File: config.mk
export PLATFORM = sky130hd
export DESIGN_NAME = rpps_pin_select
export DESIGN_NICKNAME = d
export VERILOG_FILES = /design/src/rpps_pin_select.v
export VERILOG_INCLUDE_DIRS = /design/src
export SDC_FILE = /design/constraint.sdc
export NUM_CORES = 1
export LEC_CHECK = 0
export BUFFER_PORTS_ARGS = -buffer_cell sky130_fd_sc_hd__buf_2
export CORE_MARGIN = 2
export CORE_UTILIZATION = 35
export CTS_CLUSTER_SIZE = 8
export DETAILED_ROUTE_END_ITERATION = 6
export GPL_TIMING_DRIVEN = 0
export PLACE_DENSITY_LB_ADDON = 0.1
export SETUP_SLACK_MARGIN = 0.4
export SYNTH_ARGS = -nofsm -noshare
export SYNTH_HDL_FRONTEND = slang
export SYNTH_SLANG_ARGS = --single-unit
File: constraint.sdc
create_clock -name REF_CLK -period 3.1 [get_ports REF_CLK]
set_input_delay 0.93 -clock REF_CLK [delete_from_list [all_inputs] [get_ports REF_CLK]]
set_output_delay 0.93 -clock REF_CLK [all_outputs]
set_load 0.05 [all_outputs]
File: src/rpps_regs.vh
// constants for the remappable peripheral pin select block
`ifndef RPPS_REGS_VH
`define RPPS_REGS_VH
`define RPPS_SEL_W 5
`define RPPS_MAX_PINS 26
`define RPPS_NUM_IN_FUNCS 25
`define RPPS_NUM_OUT_FUNCS 20
`define RPPS_NUM_IN_REGS 16
`define RPPS_NUM_OUT_REGS 13
`define RPPS_IN_SEL_RESET 5'h1f
`define RPPS_IN_SEL_GROUND 5'h1f
`define RPPS_OUT_SEL_RESET 5'h00
`define RPPS_OUT_NULL 5'h00
`define RPPS_OUT_LAST_LOW 5'h10
`define RPPS_OUT_FIRST_HIGH 5'h12
`define RPPS_OUT_LAST_HIGH 5'h15
`define RPPS_OUT_LOW_BASE 5'h01
`define RPPS_OUT_HIGH_BASE 5'h02
`define RPPS_KEY_FIRST 8'h46
`define RPPS_KEY_SECOND 8'h57
`define RPPS_LOCK_BIT 6
`define RPPS_LOCK_RESET 1'b0
`define RPPS_KEY_IDLE 2'h0
`define RPPS_KEY_HALF 2'h1
`define RPPS_KEY_ARMED 2'h2
`endif
File: src/rpps_pin_select.v
// remappable peripheral pin select: selectors, lock, routing, shadow check
`timescale 1ns/1ns
`include "rpps_regs.vh"

module rpps_pin_select
#(
	parameter NUM_PINS = `RPPS_MAX_PINS
)
(
	input wire REF_CLK,
	input wire ARST_N,
	input wire IN_SEL_WE,
	input wire [4:0] IN_SEL_IDX,
	input wire [4:0] IN_SEL_DATA,
	input wire OUT_SEL_WE,
	input wire [4:0] OUT_SEL_IDX,
	input wire [4:0] OUT_SEL_DATA,
	input wire OSC_LO_WE,
	input wire [7:0] OSC_LO_DATA,
	input wire SINGLE_SESSION_LOCK_CFG,
	input wire [`RPPS_MAX_PINS-1:0] PIN_IN,
	input wire [`RPPS_NUM_OUT_FUNCS-1:0] PERIPH_OUT,
	output wire MAP_WRITE_LOCK,
	output wire MISMATCH_RST,
	output wire [`RPPS_NUM_IN_FUNCS-1:0] PERIPH_IN,
	output wire [`RPPS_MAX_PINS-1:0] PIN_OUT,
	output wire [`RPPS_MAX_PINS-1:0] PIN_PERIPH_OWN,
	output wire [`RPPS_NUM_IN_FUNCS*5-1:0] IN_SEL_Q,
	output wire [`RPPS_MAX_PINS*5-1:0] OUT_SEL_Q
);

////////////////////////////////////////////////////////////////////////////////
// peripheral input function indices

localparam in_fn_ext_irq_one = 5'h00;
localparam in_fn_ext_irq_two = 5'h01;
localparam in_fn_timer_two_ext_clock = 5'h02;
localparam in_fn_timer_three_ext_clock = 5'h03;
localparam in_fn_timer_four_ext_clock = 5'h04;
localparam in_fn_timer_five_ext_clock = 5'h05;
localparam in_fn_capture_one_in = 5'h06;
localparam in_fn_capture_two_in = 5'h07;
localparam in_fn_capture_seven_in = 5'h08;
localparam in_fn_capture_eight_in = 5'h09;
localparam in_fn_compare_fault_a = 5'h0a;
localparam in_fn_uart_one_receive = 5'h0b;
localparam in_fn_uart_one_clear_to_send = 5'h0c;
localparam in_fn_uart_two_receive = 5'h0d;
localparam in_fn_uart_two_clear_to_send = 5'h0e;
localparam in_fn_spi_one_data_in = 5'h0f;
localparam in_fn_spi_one_clock_in = 5'h10;
localparam in_fn_spi_one_select_in = 5'h11;
localparam in_fn_spi_two_data_in = 5'h12;
localparam in_fn_spi_two_clock_in = 5'h13;
localparam in_fn_spi_two_select_in = 5'h14;
localparam in_fn_audio_serial_data_in = 5'h15;
localparam in_fn_audio_serial_clock_in = 5'h16;
localparam in_fn_audio_frame_sync_in = 5'h17;
localparam in_fn_can_receive_in = 5'h18;

// peripheral output codes
localparam oc_comparator_one_out = 5'h01;
localparam oc_comparator_two_out = 5'h02;
localparam oc_uart_one_transmit = 5'h03;
localparam oc_uart_one_request_to_send = 5'h04;
localparam oc_uart_two_transmit = 5'h05;
localparam oc_uart_two_request_to_send = 5'h06;
localparam oc_spi_one_data_out = 5'h07;
localparam oc_spi_one_clock_out = 5'h08;
localparam oc_spi_one_select_out = 5'h09;
localparam oc_spi_two_data_out = 5'h0a;
localparam oc_spi_two_clock_out = 5'h0b;
localparam oc_spi_two_select_out = 5'h0c;
localparam oc_audio_serial_data_out = 5'h0d;
localparam oc_audio_serial_clock_out = 5'h0e;
localparam oc_audio_frame_sync_out = 5'h0f;
localparam oc_can_transmit_out = 5'h10;
localparam oc_compare_channel_one_out = 5'h12;
localparam oc_compare_channel_two_out = 5'h13;
localparam oc_compare_channel_three_out = 5'h14;
localparam oc_compare_channel_four_out = 5'h15;

////////////////////////////////////////////////////////////////////////////////
// lock and key sequence

reg map_write_lock_r;
reg [1:0] key_state_r;
reg one_way_latched_r;
reg [1:0] key_state_nxt;
reg map_write_lock_nxt;

always @*
begin
	key_state_nxt = key_state_r;
	map_write_lock_nxt = map_write_lock_r;
	if (OSC_LO_WE)
	begin
		case (key_state_r)
		`RPPS_KEY_IDLE:
		begin
			if (OSC_LO_DATA == `RPPS_KEY_FIRST)
				key_state_nxt = `RPPS_KEY_HALF;
		end
		`RPPS_KEY_HALF:
		begin
			if (OSC_LO_DATA == `RPPS_KEY_SECOND)
				key_state_nxt = `RPPS_KEY_ARMED;
			else if (OSC_LO_DATA == `RPPS_KEY_FIRST)
				key_state_nxt = `RPPS_KEY_HALF;
			else
				key_state_nxt = `RPPS_KEY_IDLE;
		end
		`RPPS_KEY_ARMED:
		begin
			key_state_nxt = `RPPS_KEY_IDLE;
			// one-way option refuses to clear a lock already set
			if (!(one_way_latched_r && SINGLE_SESSION_LOCK_CFG))
				map_write_lock_nxt = OSC_LO_DATA[`RPPS_LOCK_BIT];
		end
		default:
		begin
			key_state_nxt = `RPPS_KEY_IDLE;
		end
		endcase
	end
end

always @(posedge REF_CLK or negedge ARST_N)
begin
	if (!ARST_N)
	begin
		map_write_lock_r <= `RPPS_LOCK_RESET;
		key_state_r <= `RPPS_KEY_IDLE;
		one_way_latched_r <= 1'b0;
	end
	else
	begin
		map_write_lock_r <= map_write_lock_nxt;
		key_state_r <= key_state_nxt;
		if (map_write_lock_nxt)
			one_way_latched_r <= 1'b1;
	end
end

assign MAP_WRITE_LOCK = map_write_lock_r;

////////////////////////////////////////////////////////////////////////////////
// write acceptance

// value range follows the pin count of this variant
wire in_val_ok;
wire in_wr_ok;
wire out_wr_ok;

assign in_val_ok = (IN_SEL_DATA == `RPPS_IN_SEL_GROUND) ||
	({27'h0, IN_SEL_DATA} < NUM_PINS);
assign in_wr_ok = IN_SEL_WE && !map_write_lock_r && in_val_ok &&
	(IN_SEL_IDX <= in_fn_can_receive_in);
assign out_wr_ok = OUT_SEL_WE && !map_write_lock_r &&
	({27'h0, OUT_SEL_IDX} < NUM_PINS);

////////////////////////////////////////////////////////////////////////////////
// pin input synchronisers

reg [`RPPS_MAX_PINS-1:0] pin_s1_r;
reg [`RPPS_MAX_PINS-1:0] pin_s2_r;
reg [`RPPS_MAX_PINS-1:0] pin_s3_r;
reg [`RPPS_MAX_PINS-1:0] pin_stable_r;

always @(posedge REF_CLK or negedge ARST_N)
begin
	if (!ARST_N)
	begin
		pin_s1_r <= {`RPPS_MAX_PINS{1'b0}};
		pin_s2_r <= {`RPPS_MAX_PINS{1'b0}};
		pin_s3_r <= {`RPPS_MAX_PINS{1'b0}};
		pin_stable_r <= {`RPPS_MAX_PINS{1'b0}};
	end
	else
	begin
		pin_s1_r <= PIN_IN;
		pin_s2_r <= pin_s1_r;
		pin_s3_r <= pin_s2_r;
		pin_stable_r <= (pin_s2_r & pin_s3_r) |
			(pin_stable_r & (pin_s2_r ^ pin_s3_r));
	end
end

////////////////////////////////////////////////////////////////////////////////
// input selectors and input routing

reg [4:0] in_sel_r [0:`RPPS_NUM_IN_FUNCS-1];
reg [4:0] in_shadow_r [0:`RPPS_NUM_IN_FUNCS-1];
reg [`RPPS_NUM_IN_FUNCS-1:0] periph_in_r;
wire [`RPPS_NUM_IN_FUNCS-1:0] in_diff;

genvar gi;
generate
	for (gi = 0; gi < `RPPS_NUM_IN_FUNCS; gi = gi + 1)
	begin : g_in
		always @(posedge REF_CLK or negedge ARST_N)
		begin
			if (!ARST_N)
			begin
				in_sel_r[gi] <= `RPPS_IN_SEL_RESET;
				in_shadow_r[gi] <= `RPPS_IN_SEL_RESET;
				periph_in_r[gi] <= 1'b0;
			end
			else
			begin
				if (in_wr_ok && (IN_SEL_IDX == gi))
				begin
					in_sel_r[gi] <= IN_SEL_DATA;
					in_shadow_r[gi] <= IN_SEL_DATA;
				end
				if (in_sel_r[gi] == `RPPS_IN_SEL_GROUND)
					periph_in_r[gi] <= 1'b0;
				else if ({27'h0, in_sel_r[gi]} < NUM_PINS)
					periph_in_r[gi] <= pin_stable_r[in_sel_r[gi]];
				else
					periph_in_r[gi] <= 1'b0;
			end
		end
		assign in_diff[gi] = (in_sel_r[gi] != in_shadow_r[gi]);
		assign IN_SEL_Q[gi*5 +: 5] = in_sel_r[gi];
	end
endgenerate

assign PERIPH_IN = periph_in_r;

////////////////////////////////////////////////////////////////////////////////
// output selectors and output routing, independent of the input side

reg [4:0] out_sel_r [0:`RPPS_MAX_PINS-1];
reg [4:0] out_shadow_r [0:`RPPS_MAX_PINS-1];
reg [`RPPS_MAX_PINS-1:0] pin_out_r;
reg [`RPPS_MAX_PINS-1:0] pin_own_r;
wire [`RPPS_MAX_PINS-1:0] out_diff;

genvar go;
generate
	for (go = 0; go < `RPPS_MAX_PINS; go = go + 1)
	begin : g_out
		wire [4:0] code;
		reg route_hit;
		reg [4:0] route_idx;
		assign code = out_sel_r[go];
		// code to peripheral output index; unused codes stay with the port
		always @*
		begin
			route_hit = 1'b1;
			route_idx = 5'h00;
			case (code)
			oc_comparator_one_out: route_idx = 5'h00;
			oc_comparator_two_out: route_idx = 5'h01;
			oc_uart_one_transmit: route_idx = 5'h02;
			oc_uart_one_request_to_send: route_idx = 5'h03;
			oc_uart_two_transmit: route_idx = 5'h04;
			oc_uart_two_request_to_send: route_idx = 5'h05;
			oc_spi_one_data_out: route_idx = 5'h06;
			oc_spi_one_clock_out: route_idx = 5'h07;
			oc_spi_one_select_out: route_idx = 5'h08;
			oc_spi_two_data_out: route_idx = 5'h09;
			oc_spi_two_clock_out: route_idx = 5'h0a;
			oc_spi_two_select_out: route_idx = 5'h0b;
			oc_audio_serial_data_out: route_idx = 5'h0c;
			oc_audio_serial_clock_out: route_idx = 5'h0d;
			oc_audio_frame_sync_out: route_idx = 5'h0e;
			oc_can_transmit_out: route_idx = 5'h0f;
			oc_compare_channel_one_out: route_idx = 5'h10;
			oc_compare_channel_two_out: route_idx = 5'h11;
			oc_compare_channel_three_out: route_idx = 5'h12;
			oc_compare_channel_four_out: route_idx = 5'h13;
			default: route_hit = 1'b0;
			endcase
		end
		always @(posedge REF_CLK or negedge ARST_N)
		begin
			if (!ARST_N)
			begin
				out_sel_r[go] <= `RPPS_OUT_SEL_RESET;
				out_shadow_r[go] <= `RPPS_OUT_SEL_RESET;
				pin_out_r[go] <= 1'b0;
				pin_own_r[go] <= 1'b0;
			end
			else
			begin
				if (out_wr_ok && (OUT_SEL_IDX == go))
				begin
					out_sel_r[go] <= OUT_SEL_DATA;
					out_shadow_r[go] <= OUT_SEL_DATA;
				end
				if (go >= NUM_PINS)
				begin
					pin_out_r[go] <= 1'b0;
					pin_own_r[go] <= 1'b0;
				end
				else if (route_hit)
				begin
					pin_out_r[go] <= PERIPH_OUT[route_idx];
					pin_own_r[go] <= 1'b1;
				end
				else
				begin
					pin_out_r[go] <= 1'b0;
					pin_own_r[go] <= 1'b0;
				end
			end
		end
		assign out_diff[go] = (out_sel_r[go] != out_shadow_r[go]);
		assign OUT_SEL_Q[go*5 +: 5] = out_sel_r[go];
	end
endgenerate

assign PIN_OUT = pin_out_r;
assign PIN_PERIPH_OWN = pin_own_r;

////////////////////////////////////////////////////////////////////////////////
// continuous state monitoring

reg mismatch_r;

always @(posedge REF_CLK or negedge ARST_N)
begin
	if (!ARST_N)
		mismatch_r <= 1'b0;
	else
		mismatch_r <= (|in_diff) | (|out_diff);
end

assign MISMATCH_RST = mismatch_r;

endmodule // rpps_pin_select

==> impl_metrics.env <==
export IMPL_yosysTopAreaCell="dfrtp_1"
export IMPL_critPathBufInv=3
export IMPL_hold_path_class="primary input to asynchronous set/reset pin"
export IMPL_period_minus_slack_ns=2.71
export IMPL_start_kind="primary input"
export IMPL_slowest_stage="o31ai_2"
export IMPL_syn_area_sq_um=34100
export IMPL_synthMuxAreaShare_pct=24.9
export IMPL_crit_type="primary input to flop"
export IMPL_hold_slack_ns=0.236
export IMPL_synth_distinct_cells=116
export IMPL_fp_dieW_um=316
export IMPL_clock_sinks=440
export IMPL_viasPerCell=6.10
export IMPL_clock_latency_ns=0.65
export IMPL_drv_slew=0
export IMPL_drtPass1Iterations=6
export IMPL_place_area_sq_um=37800
export IMPL_syn_area_per_cell_sq_um=9.65
export IMPL_max_vdd_ir_drop_uv=572
export IMPL_startpoint="PERIPH_OUT[0]"
export IMPL_seq_area_frac_synth_pct=32.7
export IMPL_cp_slowest_stage_delay_ns=0.45
export IMPL_worstPathRequired_ns=3.61
export IMPL_cts_tree="done"
export IMPL_synth_area_top_cells="dfrtp_1, mux4_2, dfstp_2, mux2_2, mux2i_1"
export IMPL_critPathCapture="PIN_OUT[16]$_DFF_PN0_"
export IMPL_reg2reg_from="out_shadow_r[40]$_DFFE_PN0P_"
export IMPL_wire_per_inst_um=27.7
export IMPL_fillCellCount=9672
export IMPL_tightest_slew_ns=1.32
export IMPL_drive_above_1_share_pct=32.7
export IMPL_final_hold_viol_count=0
export IMPL_grt_antenna_before_repair=11
export IMPL_multi_input_area_sq_um=21400
export IMPL_grt_util_all_layers_pct=28.7
export IMPL_die_h_um=316
export IMPL_synth_top_family_by_area="multiplexers"
export IMPL_grt_pass1_vias=30478
export IMPL_r2r_cells=9
export IMPL_rsz0062_at_grt="yes"
export IMPL_path_delay_family="buffers and inverters"
export IMPL_ios=414
export IMPL_synth_common_cells="dfrtp_1, clkbuf_1, mux2_2, nor2_1, nand2_1"
export IMPL_vias=32599
export IMPL_numCtsBuffers=67
export IMPL_area_growth_pct=18.3
export IMPL_cp_cell_sequence="clkbuf_2 -> buf_4 -> clkbuf_4 -> o21ai_0 -> a31oi_1 -> o21ai_0 -> a21oi_1 -> nand3_1 -> o31ai_2"
export IMPL_grt_overflow=0
export IMPL_status="finished, final reports clean"
export IMPL_gp_congestion=0.947
export IMPL_power_total_mw=33.5
export IMPL_syn_nets=3640
export IMPL_maxCapViolCount=0
export IMPL_nNetsFinal=4126
export IMPL_grt_max_degree=109
export IMPL_setup_viol=0
export IMPL_syn_inst=3534
export IMPL_synth_ff_type="dfrtp_1"
export IMPL_synthAdderAreaFrac_pct=1.07
export IMPL_grt_pass1_wl_um=211000
export IMPL_worstReg2RegEnd="PIN_OUT[17]$_DFF_PN0_"
export IMPL_async_reset_ff_share_pct=100
export IMPL_seqCellArea_sq_um=11200
export IMPL_period_share_pct=87.6
export IMPL_fin_area_sq_um=40400
export IMPL_clk_path_buf_depth=3
export IMPL_row_count=114
export IMPL_r2r_setup_slack_ns=0.44
export IMPL_relSlewSlack_pct=12.3
export IMPL_yosys_warnings=0
export IMPL_crit_cells=9
export IMPL_worstPathArrival_ns=3.22
export IMPL_antenna_left=0
export IMPL_drt_initial_drc_count=3238
export IMPL_ys_seq_elements=440
export IMPL_hpwlAfterDp_um=106000
export IMPL_end_kind="flop"
export IMPL_wl_um=148000
export IMPL_drc=0
export IMPL_synth_most_common_cell="dfrtp_1"
export IMPL_synth_compound_area_share_pct=19.3
export IMPL_cts_root_buf="clkbuf_16"
export IMPL_synthXorXnorAreaFrac_pct=1.18
export IMPL_io_buffers=399
export IMPL_synth_edf_count=0
export IMPL_crit_path_frequent_cell="o21ai_0"
export IMPL_fmax_mhz=368
export IMPL_cts_hold_buf=0
export IMPL_critical_path_peak_fanout=11
export IMPL_cellPowerDensity_nw_per_um2=829
export IMPL_start_util_pct=35.3
export IMPL_coreArea_sq_um=96700
export IMPL_h_tree_depth=3
export IMPL_clock_skew_ns=0.0343
export IMPL_clk_pin_slew_worst_paths_ns=0.05
export IMPL_die_area_sq_um=100000
export IMPL_yosysTopAreaCellShare_pct=23.1
export IMPL_cellLeakagePower_nw=16.4
export IMPL_synth_simple_area_share_pct=15.4
## per-stage QoR
stage          setup slack, ns  util [%]  instances  TNS [ns]
3_3_place_gp             -9.39      39.0       5209  -3388.52
6_report                 0.385      41.7       5343         0
2_1_floorplan            0.431         -       3534         0
4_1_cts                  0.247      41.4       5328         0
5_1_grt                  0.284      41.7       5340         0
3_5_place_dp             -1.91      39.1       5214    -68.58
## power by group
part	internal, mW	total (mW)	switching [mW]	leakage (nW)
Sequential	7.17	8.33	1.16	5.12
Clock	4.15	7.08	2.92	0.960
Combinational	6.21	18.1	11.8	10.3
## cell usage in the layout (no fill, tap or decap), types with 22 or more instances in the layout
master / count
ha_1: 26
a31oi_1: 51
a21oi_1: 191
buf_2: 437
nand2b_1: 80
nor2b_1: 64
o32ai_1: 30
mux2i_1: 143
inv_1: 82
xnor2_1: 22
clkbuf_2: 70
nor4_1: 23
nand2_1: 214
nor2_1: 240
nor3_1: 90
mux2_2: 267
o32a_1: 29
xor2_1: 24
nand3_1: 67
o211ai_1: 31
dfstp_2: 125
clkbuf_1: 261
o21ai_0: 180
o21a_1: 26
mux4_2: 178
or3_1: 33
a21o_1: 39
o22ai_1: 39
or2_2: 26
dfrtp_1: 311
a211oi_1: 26
clkbuf_16: 68
## routing by layer
metal  GRT usage, %  vias to the layer above  wire [um]
met5              0                        -         55
met3           5.71                      356      12300
met2           46.5                     1699      68800
li1               -                    14381          -
met1           37.2                    16155      59900
met4           12.2                        8       6970
## cells by family after synthesis
family	Yosys count
buf+inv	471
compound gates	939
simple gates	1015
fa+ha+maj	30
other cells	1
flops	440
xor+xnor	46
mux	592
## layout make-up
class | count | area share, %
tap | 1276 | 3.95
clock buffer | 104 | 4.62
buffer | 379 | 4.10
antenna | 3 | 0.0186
multi-input combinational | 2623 | 52.9
clock inverter | 9 | 0.313
inverter | 92 | 0.893
sequential | 440 | 27.7
timing repair buffer | 417 | 5.52
## sequential cells by signal, indices dropped and copies added, names as in the netlist, 2 cells and up
name	flops
out_shadow_r	130
in_shadow_r	125
PIN_OUT	26
PIN_PERIPH_OWN	26
pin_s1_r	26
pin_s2_r	26
pin_s3_r	26
pin_stable_r	26
PERIPH_IN	25
key_state_r	2
## how the worst min path moves through the flow
| stage | cells past startpoint | slack, ns | end | start |
|---|---|---|---|---|
| 2_1_floorplan | 0 | 0.33 | pin_s2_r[0]$_DFF_PN0_ | pin_s1_r[0]$_DFF_PN0_ |
| 3_3_place_gp | 0 | 0.33 | pin_s2_r[19]$_DFF_PN0_ | pin_s1_r[19]$_DFF_PN0_ |
| 3_5_place_dp | 0 | 0.33 | pin_s2_r[4]$_DFF_PN0_ | pin_s1_r[4]$_DFF_PN0_ |
| 4_1_cts | 1 | 0.24 | pin_s2_r[16]$_DFF_PN0_ | ARST_N |
| 5_1_grt | 1 | 0.28 | pin_s1_r[16]$_DFF_PN0_ | ARST_N |
| 6_report | 1 | 0.24 | pin_s1_r[16]$_DFF_PN0_ | ARST_N |
## repair_timing
item	4_1_cts	5_1_grt
resized for setup	100	98
buffers inserted	1	11
endpoints found under the setup margin	74	85
pin swaps	0	5
cloned	0	0
Power figures use the tool's default switching activity.
